### src/pkg/wdt_pkg.sv
// Shared constants and types for the watchdog timer block.
// Assumes a byte-wide register port with a 14-bit address space.
package wdt_pkg;

    // ==========================================================
    // Register map
    localparam int ADDR_W = 14;                        // Register address width
    localparam logic [13:0] ADDR_FLAGS = 14'h0003;     // core_flags_bank
    localparam logic [13:0] ADDR_CTRL = 14'h0018;      // watchdog_control
    localparam logic [13:0] ADDR_OPTION = 14'h0081;    // timer_option_settings
    localparam logic [13:0] ADDR_FUSE = 14'h2007;      // fuse_settings_word

    // ==========================================================
    // Reset values
    localparam logic [7:0] CTRL_RST = 8'h08;           // Period 0100, soft enable off
    localparam logic [7:0] OPTION_RST = 8'hFF;         // Prescaler to watchdog, 1:128
    localparam logic [5:0] FLAGS_OTHER_RST = 6'h00;    // Non-watchdog status bits

    // ==========================================================
    // Field positions
    localparam int CTRL_SOFT_EN_BIT = 0;               // watchdog_soft_enable
    localparam int CTRL_PS_LSB = 1;                    // watchdog_period_select low bit
    localparam int FLAGS_TO_BIT = 4;                   // timeout_flag
    localparam int FLAGS_PD_BIT = 3;                   // powerdown_flag
    localparam int OPT_PSA_BIT = 3;                    // prescaler_assign
    localparam int FUSE_WDT_EN_BIT = 3;                // watchdog_fuse_enable

    // ==========================================================
    // Counter constants
    localparam logic [3:0] PS_MAX_CODE = 4'hB;         // Highest defined period code
    localparam logic [16:0] PS_BASE_DIV = 17'h00020;   // Divide by 32 at code 0000
    localparam logic [7:0] POST_ONE = 8'h01;           // Base of legacy postscaler

    // Register port request
    typedef struct packed {
        logic [13:0] addr;                             // Register address
        logic [7:0] wdata;                             // Write data
        logic wr;                                      // Write strobe
        logic rd;                                      // Read strobe
    } bus_req_t;

endpackage

### src/hw/wdt_core.sv
// Watchdog timer with 16-bit period prescaler and legacy postscaler.
// Assumes the 31 kHz oscillator arrives as a free-running pin level and
// that core events (clear, sleep, wake, start-up hold) are same-clock pulses.
`timescale 1ns/1ps

module wdt_core (
    input wire logic i_sys_clk,                 // System clock, 10 MHz
    input wire logic i_rst_b,                   // Asynchronous reset, active low
    input wire wdt_pkg::bus_req_t i_bus,        // Register port request
    output logic [7:0] o_rdata,                 // Read data, cycle after strobe
    input wire logic i_lfosc,                   // 31 kHz oscillator, async pin
    input wire logic [7:0] i_fuse_word,         // Fuse configuration, async strap
    input wire logic i_clear_watchdog_instr,    // Clear instruction executed
    input wire logic i_osc_fail,                // Oscillator failure detected
    input wire logic i_sleep_enter,             // Sleep instruction executed
    input wire logic i_wake,                    // Wake from a non-watchdog source
    input wire logic i_ost_active,              // Oscillator start-up count running
    output logic o_wdt_reset,                   // Device reset pulse
    output logic o_wdt_wake,                    // Wake-up pulse, execution continues
    output logic o_lfosc_request,               // Keep oscillator running
    output logic o_timer_zero_prescaled,              // Prescaler assigned to timer zero
    output logic [2:0] o_timer_zero_rate              // Timer zero prescale rate
);

    // ==========================================================
    // Decoding helpers

    // Prescaler terminal count for a period code; reserved codes clamp to max
    function automatic logic [15:0] pre_limit(input logic [3:0] ps);
        logic [3:0] code;
        logic [16:0] div;
        code = (ps > wdt_pkg::PS_MAX_CODE) ? wdt_pkg::PS_MAX_CODE : ps;
        div = wdt_pkg::PS_BASE_DIV << code;
        return 16'(div - 17'h00001);
    endfunction

    // Postscaler terminal count; bypassed when timer zero owns it
    function automatic logic [7:0] post_limit(input logic prescaler_assign, input logic [2:0] rate);
        logic [7:0] div;
        div = wdt_pkg::POST_ONE << rate;
        return prescaler_assign ? 8'(div - 8'h01) : 8'h00;
    endfunction

    // ==========================================================
    // Input synchronisers
    logic lf_s1_r, lf_s2_r, lf_s3_r;            // Oscillator sync stages and edge copy
    logic [7:0] fuse_s1_r, fuse_s2_r;           // Fuse word sync stages
    logic lf_tick;                              // One cycle per oscillator rising edge

    // Two flops before any use; third flop only for edge detection
    always_ff @(posedge i_sys_clk or negedge i_rst_b) begin
        if (!i_rst_b) begin
            lf_s1_r <= 1'b0;
            lf_s2_r <= 1'b0;
            lf_s3_r <= 1'b0;
            fuse_s1_r <= 8'h00;
            fuse_s2_r <= 8'h00;
        end else begin
            lf_s1_r <= i_lfosc;
            lf_s2_r <= lf_s1_r;
            lf_s3_r <= lf_s2_r;
            fuse_s1_r <= i_fuse_word;
            fuse_s2_r <= fuse_s1_r;
        end
    end

    // Counting advances only on oscillator edges, not on the system clock
    assign lf_tick = lf_s2_r & ~lf_s3_r;

    // ==========================================================
    // State
    logic [7:0] ctrl_r, ctrl_nxt;               // watchdog_control
    logic [7:0] option_r, option_nxt;           // timer_option_settings
    logic [5:0] flags_other_r, flags_other_nxt; // Other status bits, plain storage
    logic to_r, to_nxt;                         // timeout_flag
    logic pd_r, pd_nxt;                         // powerdown_flag
    logic asleep_r, asleep_nxt;                 // Device is in sleep
    logic [15:0] pre_r, pre_nxt;                // 16-bit period prescaler
    logic [7:0] post_r, post_nxt;               // Legacy postscaler
    logic [7:0] rdata_r, rdata_nxt;             // Read data register
    logic rst_r, rst_nxt;                       // Reset pulse register
    logic wake_r, wake_nxt;                     // Wake pulse register
    logic lfreq_r, lfreq_nxt;                   // Oscillator request register
    logic timer_zero_pre_r, timer_zero_pre_nxt;             // Timer zero owns the prescaler
    logic fuse_en;                              // Fuse forces watchdog on
    logic wdt_en;                               // Watchdog enabled
    logic clear_evt;                            // Any clearing event this cycle
    logic timeout;                              // Terminal count reached

    assign fuse_en = fuse_s2_r[wdt_pkg::FUSE_WDT_EN_BIT];
    // Fuse wins; soft enable only matters with the fuse clear
    assign wdt_en = fuse_en | ctrl_r[wdt_pkg::CTRL_SOFT_EN_BIT];
    assign timeout = wdt_en & ~i_ost_active & lf_tick
        & (pre_r == pre_limit(ctrl_r[4:1]))
        & (post_r == post_limit(option_r[wdt_pkg::OPT_PSA_BIT], option_r[2:0]));
    assign clear_evt = ~wdt_en | i_clear_watchdog_instr | i_osc_fail
        | (i_wake & asleep_r);

    // ==========================================================
    // Next-state logic: registers, counters, flags, outputs
    always_comb begin
        ctrl_nxt = ctrl_r;
        option_nxt = option_r;
        flags_other_nxt = flags_other_r;
        to_nxt = to_r;
        pd_nxt = pd_r;
        asleep_nxt = asleep_r;
        pre_nxt = pre_r;
        post_nxt = post_r;
        rdata_nxt = 8'h00;
        rst_nxt = 1'b0;
        wake_nxt = 1'b0;
        // Only the enable is signalled; the stable flag stays with the clock unit
        lfreq_nxt = wdt_en;

        // Register writes
        if (i_bus.wr) begin
            unique case (i_bus.addr)
                wdt_pkg::ADDR_CTRL: begin
                    // Unimplemented upper bits stay zero
                    ctrl_nxt = {3'b000, i_bus.wdata[4:0]};
                end
                wdt_pkg::ADDR_OPTION: begin
                    option_nxt = i_bus.wdata;
                end
                wdt_pkg::ADDR_FLAGS: begin
                    // Timeout and powerdown are not software writable
                    flags_other_nxt = {i_bus.wdata[7:5], i_bus.wdata[2:0]};
                end
                default: begin
                    // Fuse word and unmapped addresses ignore writes
                end
            endcase
        end

        // Register reads, answered in the following cycle
        if (i_bus.rd) begin
            unique case (i_bus.addr)
                wdt_pkg::ADDR_CTRL: rdata_nxt = ctrl_r;
                wdt_pkg::ADDR_OPTION: rdata_nxt = option_r;
                wdt_pkg::ADDR_FLAGS: rdata_nxt = {flags_other_r[5:3], to_r, pd_r, flags_other_r[2:0]};
                wdt_pkg::ADDR_FUSE: rdata_nxt = fuse_s2_r;
                default: rdata_nxt = 8'h00;
            endcase
        end

        // Counter path
        if (i_ost_active) begin
            // Ripple counter lent to start-up timer
            pre_nxt = 16'h0000;
            post_nxt = 8'h00;
        end else if (clear_evt) begin
            pre_nxt = 16'h0000;
            post_nxt = 8'h00;
        end else if (timeout) begin
            pre_nxt = 16'h0000;
            post_nxt = 8'h00;
            to_nxt = 1'b0;
            if (asleep_r) begin
                wake_nxt = 1'b1;
                asleep_nxt = 1'b0;
            end else begin
                rst_nxt = 1'b1;
            end
        end else if (lf_tick) begin
            // Prescaler feeds postscaler on its terminal count
            if (pre_r == pre_limit(ctrl_r[4:1])) begin
                pre_nxt = 16'h0000;
                post_nxt = 8'(post_r + 8'h01);
            end else begin
                pre_nxt = 16'(pre_r + 16'h0001);
            end
        end

        // Wake leaves sleep even while the start-up count holds the counter
        if (i_wake & asleep_r) begin
            asleep_nxt = 1'b0;
        end

        // Clear instruction restores both flags
        if (i_clear_watchdog_instr) begin
            to_nxt = 1'b1;
            pd_nxt = 1'b1;
        end

        // Sleep entry; the watchdog keeps counting from zero
        if (i_sleep_enter & wdt_en & ~asleep_r) begin
            asleep_nxt = 1'b1;
            pd_nxt = 1'b0;
            to_nxt = 1'b1;
            pre_nxt = 16'h0000;
            post_nxt = 8'h00;
        end
        // Registered so the output comes straight from a flop
        timer_zero_pre_nxt = ~option_nxt[wdt_pkg::OPT_PSA_BIT];
    end

    // Register stage; control resets to its documented pattern on every reset
    always_ff @(posedge i_sys_clk or negedge i_rst_b) begin
        if (!i_rst_b) begin
            ctrl_r <= wdt_pkg::CTRL_RST;
            option_r <= wdt_pkg::OPTION_RST;
            flags_other_r <= wdt_pkg::FLAGS_OTHER_RST;
            to_r <= 1'b1;
            pd_r <= 1'b1;
            asleep_r <= 1'b0;
            pre_r <= 16'h0000;
            post_r <= 8'h00;
            rdata_r <= 8'h00;
            rst_r <= 1'b0;
            wake_r <= 1'b0;
            lfreq_r <= 1'b0;
            timer_zero_pre_r <= ~wdt_pkg::OPTION_RST[wdt_pkg::OPT_PSA_BIT];
        end else begin
            ctrl_r <= ctrl_nxt;
            option_r <= option_nxt;
            flags_other_r <= flags_other_nxt;
            to_r <= to_nxt;
            pd_r <= pd_nxt;
            asleep_r <= asleep_nxt;
            pre_r <= pre_nxt;
            post_r <= post_nxt;
            rdata_r <= rdata_nxt;
            rst_r <= rst_nxt;
            wake_r <= wake_nxt;
            lfreq_r <= lfreq_nxt;
            timer_zero_pre_r <= timer_zero_pre_nxt;
        end
    end

    // ==========================================================
    // Outputs, all straight from flops
    assign o_rdata = rdata_r;
    assign o_wdt_reset = rst_r;
    assign o_wdt_wake = wake_r;
    assign o_lfosc_request = lfreq_r;
    assign o_timer_zero_prescaled = timer_zero_pre_r;
    assign o_timer_zero_rate = option_r[2:0];
endmodule

### config.mk
export PLATFORM = sky130hd
export DESIGN_NAME = wdt_core
export DESIGN_NICKNAME = d
export VERILOG_FILES = /design/src/pkg/wdt_pkg.sv /design/src/hw/wdt_core.sv
export SDC_FILE = /design/constraint.sdc
export NUM_CORES = 1
export LEC_CHECK = 0
export BUFFER_PORTS_ARGS = -buffer_cell sky130_fd_sc_hd__buf_2
export CORE_AREA = 3 3 87 89
export CTS_CLUSTER_DIAMETER = 120
export DETAILED_ROUTE_END_ITERATION = 10
export DIE_AREA = 0 0 90 92
export PLACE_DENSITY_LB_ADDON = 0.05
export SYNTH_ARGS = -nofsm -noshare
export SYNTH_HDL_FRONTEND = slang
export SYNTH_SLANG_ARGS = --single-unit
export TNS_END_PERCENT = 10
### constraint.sdc
create_clock -name i_sys_clk -period 4.13 [get_ports i_sys_clk]
set_input_delay 0.6195 -clock i_sys_clk [delete_from_list [all_inputs] [get_ports i_sys_clk]]
set_output_delay 0.6195 -clock i_sys_clk [all_outputs]
set_load 0.02 [all_outputs]
Yosys cells after proc, flatten, opt, wreduce, memory -nomap -nowiden --
Cells that the tools add are included.
Word-level totals: register bits 77, bits of input ports 40, word-level logic and storage cells 99
Operators by class: add/sub/neg operators 4, order comparisons 1, eq/ne operators 10, shift-type cells 2, multiplexer cells 35, bitwise gates (word level) 17, reduce and logical (&&, ||, !) cells 11
Operators by type and width (number):
- 16-bit two-way mux | 6
- 8-bit two-way mux | 8
- 8-bit one-hot mux with 4 select lines | 1
- 1-bit two-way mux | 17
- 16-bit by 1-bit adder with 16-bit output, second input constant | 1
- 16-bit == test | 1
- 6-bit by 4-bit << shifter with 16-bit output, first input constant | 1
- 16-bit by 1-bit subtractor with 16-bit output, second input constant | 1
- 14-bit == test, second input constant | 1
- 14-bit by 2-bit == test with 1-bit output, second input constant | 1
- 14-bit by 5-bit == test with 1-bit output, second input constant | 1
- 14-bit by 8-bit == test with 1-bit output, second input constant | 1
- 4-bit two-way mux | 3
- 5-bit nonzero test | 2
- 8-bit by 1-bit adder with 8-bit output, second input constant | 1
- 1-bit AND | 8
- 8-bit == test | 1
- 2-bit AND reduction | 4
- 1-bit by 3-bit << shifter with 8-bit output, first input constant | 1
- 8-bit by 1-bit subtractor with 8-bit output, second input constant | 1
- 3-bit by 1-bit != test with 1-bit output, second input constant | 2
- 3-bit by 2-bit != test with 1-bit output, second input constant | 2
- 3-bit AND reduction | 2
- 3-bit nonzero test | 2
- 4 further kinds | 11

Logic depth before layout (Yosys ltp) --
depth in word-level cells 12, mapped depth 15, mapped depth without buffers 10

Least setup slack after synthesis --
No wires, ideal clock.
path type reg-to-reg, from register ctrl_r[3], to register post_r[1], library setup time 78 ps, arrival 3181 ps, path slack 871 ps, stages on the path, launching flop included 15, buffers on the path 4, period minus slack after synthesis 3259 ps, cell sequence dfstp_2 clkbuf_1 clkbuf_1 nor2_1 nand3b_1 ha_1 clkbuf_1 nor3b_1 o211a_1 a221oi_1 a2111oi_0 nand4_1 clkbuf_1 or3b_1 a21oi_1
Between the ends: longest elaborated chain between the ends 11, elaborated cells between the ends (all ways) 14, those cells by class add/sub: 1; order compare: 1; eq/ne: 1; shift: 1; mux: 5; bitwise: 2; reduce/logical: 3
Ends and longest elaborated chain:
- start: declaration | RTL line wdt_core.sv:72 | logic [7:0] ctrl_r, ctrl_nxt;
- start signal: assignment | RTL line wdt_core.sv:201 | ctrl_r <= wdt_pkg::CTRL_RST;
- start signal: assignment | RTL line wdt_core.sv:215 | ctrl_r <= ctrl_nxt;
- 4-bit > comparator | RTL line wdt_core.sv:32 | code = (ps > wdt_pkg::PS_MAX_CODE) ? wdt_pkg::PS_MAX_CODE : ps;
- 4-bit two-way mux (*) | RTL line wdt_core.sv:32
- 6-bit by 4-bit << shifter with 16-bit output (*) | RTL line wdt_core.sv:33 | div = wdt_pkg::PS_BASE_DIV << code;
- 16-bit by 1-bit subtractor with 16-bit output (*) | RTL line wdt_core.sv:34 | return 16'(div - 17'h00001);
- 16-bit == test (*) | RTL line wdt_core.sv:94, wdt_core.sv:167
- 1-bit AND | RTL line wdt_core.sv:94 | & (pre_r == pre_limit(ctrl_r[4:1]))
- 1-bit AND | RTL line wdt_core.sv:95 | & (post_r == post_limit(option_r[wdt_pkg::OPT_PSA_BIT], option_r[2:0]));
- 8-bit two-way mux | RTL line wdt_core.sv:155 | end else if (timeout) begin
- 8-bit two-way mux | RTL line wdt_core.sv:152 | end else if (clear_evt) begin
- 8-bit two-way mux | RTL line wdt_core.sv:148 | if (i_ost_active) begin
- 8-bit two-way mux | RTL line wdt_core.sv:187 | if (i_sleep_enter & wdt_en & ~asleep_r) begin
- end signal: assignment | RTL line wdt_core.sv:222 | post_r <= post_nxt;
- end: declaration | RTL line wdt_core.sv:79 | logic [7:0] post_r, post_nxt;
Mark *: on every way between the ends. The rest lies on a longest branch, timed or not. A chain may end at the register's enable or synchronous reset.

Final worst setup path --
from register ctrl_r[2], to register to_r
Between the ends: longest elaborated chain between the ends 9
Ends and longest elaborated chain:
- 4-bit > comparator | RTL line wdt_core.sv:32
- 4-bit two-way mux (*) | RTL line wdt_core.sv:32
- 6-bit by 4-bit << shifter with 16-bit output (*) | RTL line wdt_core.sv:33
- 16-bit by 1-bit subtractor with 16-bit output (*) | RTL line wdt_core.sv:34
- 16-bit == test (*) | RTL line wdt_core.sv:94
- 1-bit AND (*) | RTL line wdt_core.sv:94
- 1-bit AND (*) | RTL line wdt_core.sv:95
- 3-bit nonzero test (no line) (*)
- 3-bit AND reduction (no line) (*)
- end signal: assignment | RTL line wdt_core.sv:218 | to_r <= to_nxt;
- end: declaration | RTL line wdt_core.sv:75 | logic to_r, to_nxt;
Marks and branches as above.

==> metrics.txt <==
Synth top area share=43.6%; Initial DRC Count=191; most frequent cells in the layout=dfrtp_1, buf_2, nor2_1; sequential share of the synthesized area=51.2%; worst hold path class=reg -> reg; run status=finished, final reports clean; Synth async-reset ratio=100%; critical path class=reg -> reg; setup TNS=0 ns; post-DP HPWL=5630 um; die height=92 um; EDFF count, synth=0; root buffer selected by CTS=clkbuf_8; area leader, netlist=dfrtp_1; Clock Tree Buf Depth=2; FF+latch area=1940 sq um; Post-CTS Setup Bufs=0; Distinct cells, synth=59; worst setup margin=0.464 ns; CP startpoint kind=flip-flop; Hold Buf Count CTS=0; Setup violations, final=0; CTS tree=done; worst vdd ir=0.280 mV; WL final=8080 um; top post-synthesis cells by area=dfrtp_1, dfstp_2, mux2_2, nor2_1, nand2_1; sw frac=22.9%; sw power=0.339 mW; Final Hold Fails=0; RSZ-0062 raised after global routing=no; worst skew pair latency=0.35 ns; Die Width=90 um; Internal=1.14 mW; most common cell after layout, fill and taps aside=dfrtp_1; I/O pins=55; Max Fclk=0.273 GHz; Clk pwr share=43.9%; synthesized area=3790 sq um; DR DRC count=0; Worst EP required=4.41 ns; Overflow after GRT=0; Cells after Synth=372; sequential power share=52.3%; CTS H-tree depth=3; Mapped Avg Cell Area=10.2 sq um; post-route ant nets=0; TritonCTS Buffers=9; Power Density=341 nW/um^2; worst rel slew slack=38.1%; # port buffers=54; Nets=463; Resize count post-CTS=0; crit path max fanout=19; top_reg_cell synth=dfrtp_1; initial core utilization=55.4%; Max Cap Violations=0; Least-Margin Pin Slew=0.928 ns; Final GP Congestion=0.845; Detailed Routing Iterations Pass 1=4; vias in the first global route=2843; P_leak=1.91 nW; flops & latches, synth=77; Comb power frac=3.8%; # fillers=569; pin count of the biggest net entering global routing=78; final cycle utilization of the critical path=88.8%; routed vias=2928; num rows=30; CTS Sinks=77; syn nets=415; Synth Warn #=0; Power Total=1.48 mW; Area growth syn-to-layout=14.5%; Vias/cell=5.62; Die Area=8280 sq um; share of cells above drive strength 1=26.4%; max-slew violation count=0; initial antenna violation count=0; routed len/inst=15.5 um; ANT cells=0; clock period minus worst slack=3.67 ns; Worst Path Arrival=3.94 ns; Core Area=6830 sq um; multi-input gate area in the final layout=1720 sq um; pre-CTS setup slack=0.575 ns; All-Layer GR Usage=20.3%; crit end category=flip-flop; first-pass GRT wire length=13500 um; Clock transition at path regs=0.09 ns; clk_skew=0.00854 ns
==> power by group through the flow <==
stage          clock, mW  combinational (mW)  sequential, mW
4_1_cts            0.664              0.0583           0.773
2_1_floorplan          0              0.0177           0.786
5_1_grt            0.691              0.0646           0.775
3_3_place_gp           0              0.0571           0.788
6_report           0.648              0.0564           0.773
3_5_place_dp           0              0.0580           0.788
==> Yosys cell counts (all sizes together) (4+ instances only) <==
| cell type | instances |
|---|---|
| nand3b | 4 |
| xnor2 | 5 |
| o21bai | 5 |
| and3 | 6 |
| dfstp | 11 |
| inv | 8 |
| nand4 | 8 |
| a2111oi | 4 |
| buf | 9 |
| a21oi | 18 |
| xor2 | 8 |
| nand3 | 10 |
| o21ai | 13 |
| a222oi | 8 |
| nor2b | 4 |
| mux2 | 19 |
| or3 | 6 |
| nand2 | 39 |
| clkbuf | 11 |
| nor2 | 46 |
| nor3 | 7 |
| dfrtp | 66 |
| or3b | 5 |
| nand2b | 5 |
==> path summary, 6_finish.rpt <==
kind / start / slack (ns) / end / depth (start not counted)
hold reg to reg: fuse_s1_r[0] / 0.35 / fuse_s2_r[0] / 0
max in group asynchronous: i_rst_b / 3.12 / post_r[6] / 1
setup reg to reg: ctrl_r[2] / 0.46 / to_r / 10
min in group asynchronous: i_rst_b / 0.40 / post_r[7] / 1
hold / removal: fuse_s1_r[0] / 0.35 / fuse_s2_r[0] / 0
setup / recovery: ctrl_r[2] / 0.46 / to_r / 10
==> worst max-delay path: stages (launching register included) <==
cell and delay [ns]:
dfrtp_1 0.57, nor2_1 0.25, nand2_1 0.09, ha_1 0.30, nor4bb_1 0.37, o211a_1 0.18
a221oi_1 0.05, a2111oi_0 0.49, nand4_1 0.51, or3b_1 0.49, a211o_1 0.29
==> layout make-up <==
cell class / instances / share of cell area, %
repair buffers: 57 / 6.81
clock buffers: 9 / 2.86
clock inverters: 7 / 2.42
inverters: 8 / 0.693
flip-flops and latches: 77 / 44.8
well taps: 96 / 2.77
multi-input cells: 267 / 39.7
==> flip-flops by register name, summed over array words and instances, names as in the netlist <==
register,count
pd_r,1
option_r,8
flags_other_r,6
fuse_s1_r,8
fuse_s2_r,8
asleep_r,1
lf_s3_r,1
post_r,8
ctrl_r,5
o_wdt_wake,1
o_lfosc_request,1
pre_r,16
o_timer_zero_prescaled,1
o_rdata,8
lf_s2_r,1
to_r,1
o_wdt_reset,1
lf_s1_r,1
==> cell families (layout without fill, tap and decap cells) <==
group | count (synthesis) | count (layout) | synth area share [%]
XOR/XNOR | 13 | 13 | 3.01
multiplexers | 21 | 21 | 6.18
AO/OA/AOI/OAI | 75 | 75 | 14.6
AND/OR/NAND/NOR | 155 | 155 | 20.7
buffers and inverters | 28 | 81 | 3.34
flip-flops | 77 | 77 | 51.2
adder cells (fa/ha/maj) | 3 | 3 | 0.991
==> through the flow <==
| stage | utilization (%) | instances | area, sq um | hold slack (ns) |
|---|---|---|---|---|
| finish | 63.5 | 521 | 4340 | 0.355 |
| global route | 63.5 | 521 | 4340 | 0.353 |
| CTS | 63.5 | 521 | 4340 | 0.354 |
| global placement | 60.1 | 505 | 4110 | 0.332 |
| detailed placement | 60.1 | 505 | 4110 | 0.335 |
| floorplan | - | 372 | 3790 | 0.324 |
==> metal layers <==
metal | GRT usage (%) | routed length [um] | vias to the layer above
met4 | 8.93 | 110 | 0
met3 | 3.53 | 361 | 10
li1 | - | - | 1428
met2 | 31.7 | 3760 | 74
met1 | 27.8 | 3860 | 1416
met5 | 0 | 0 | -
No activity file was read; power rests on OpenSTA's default activity.
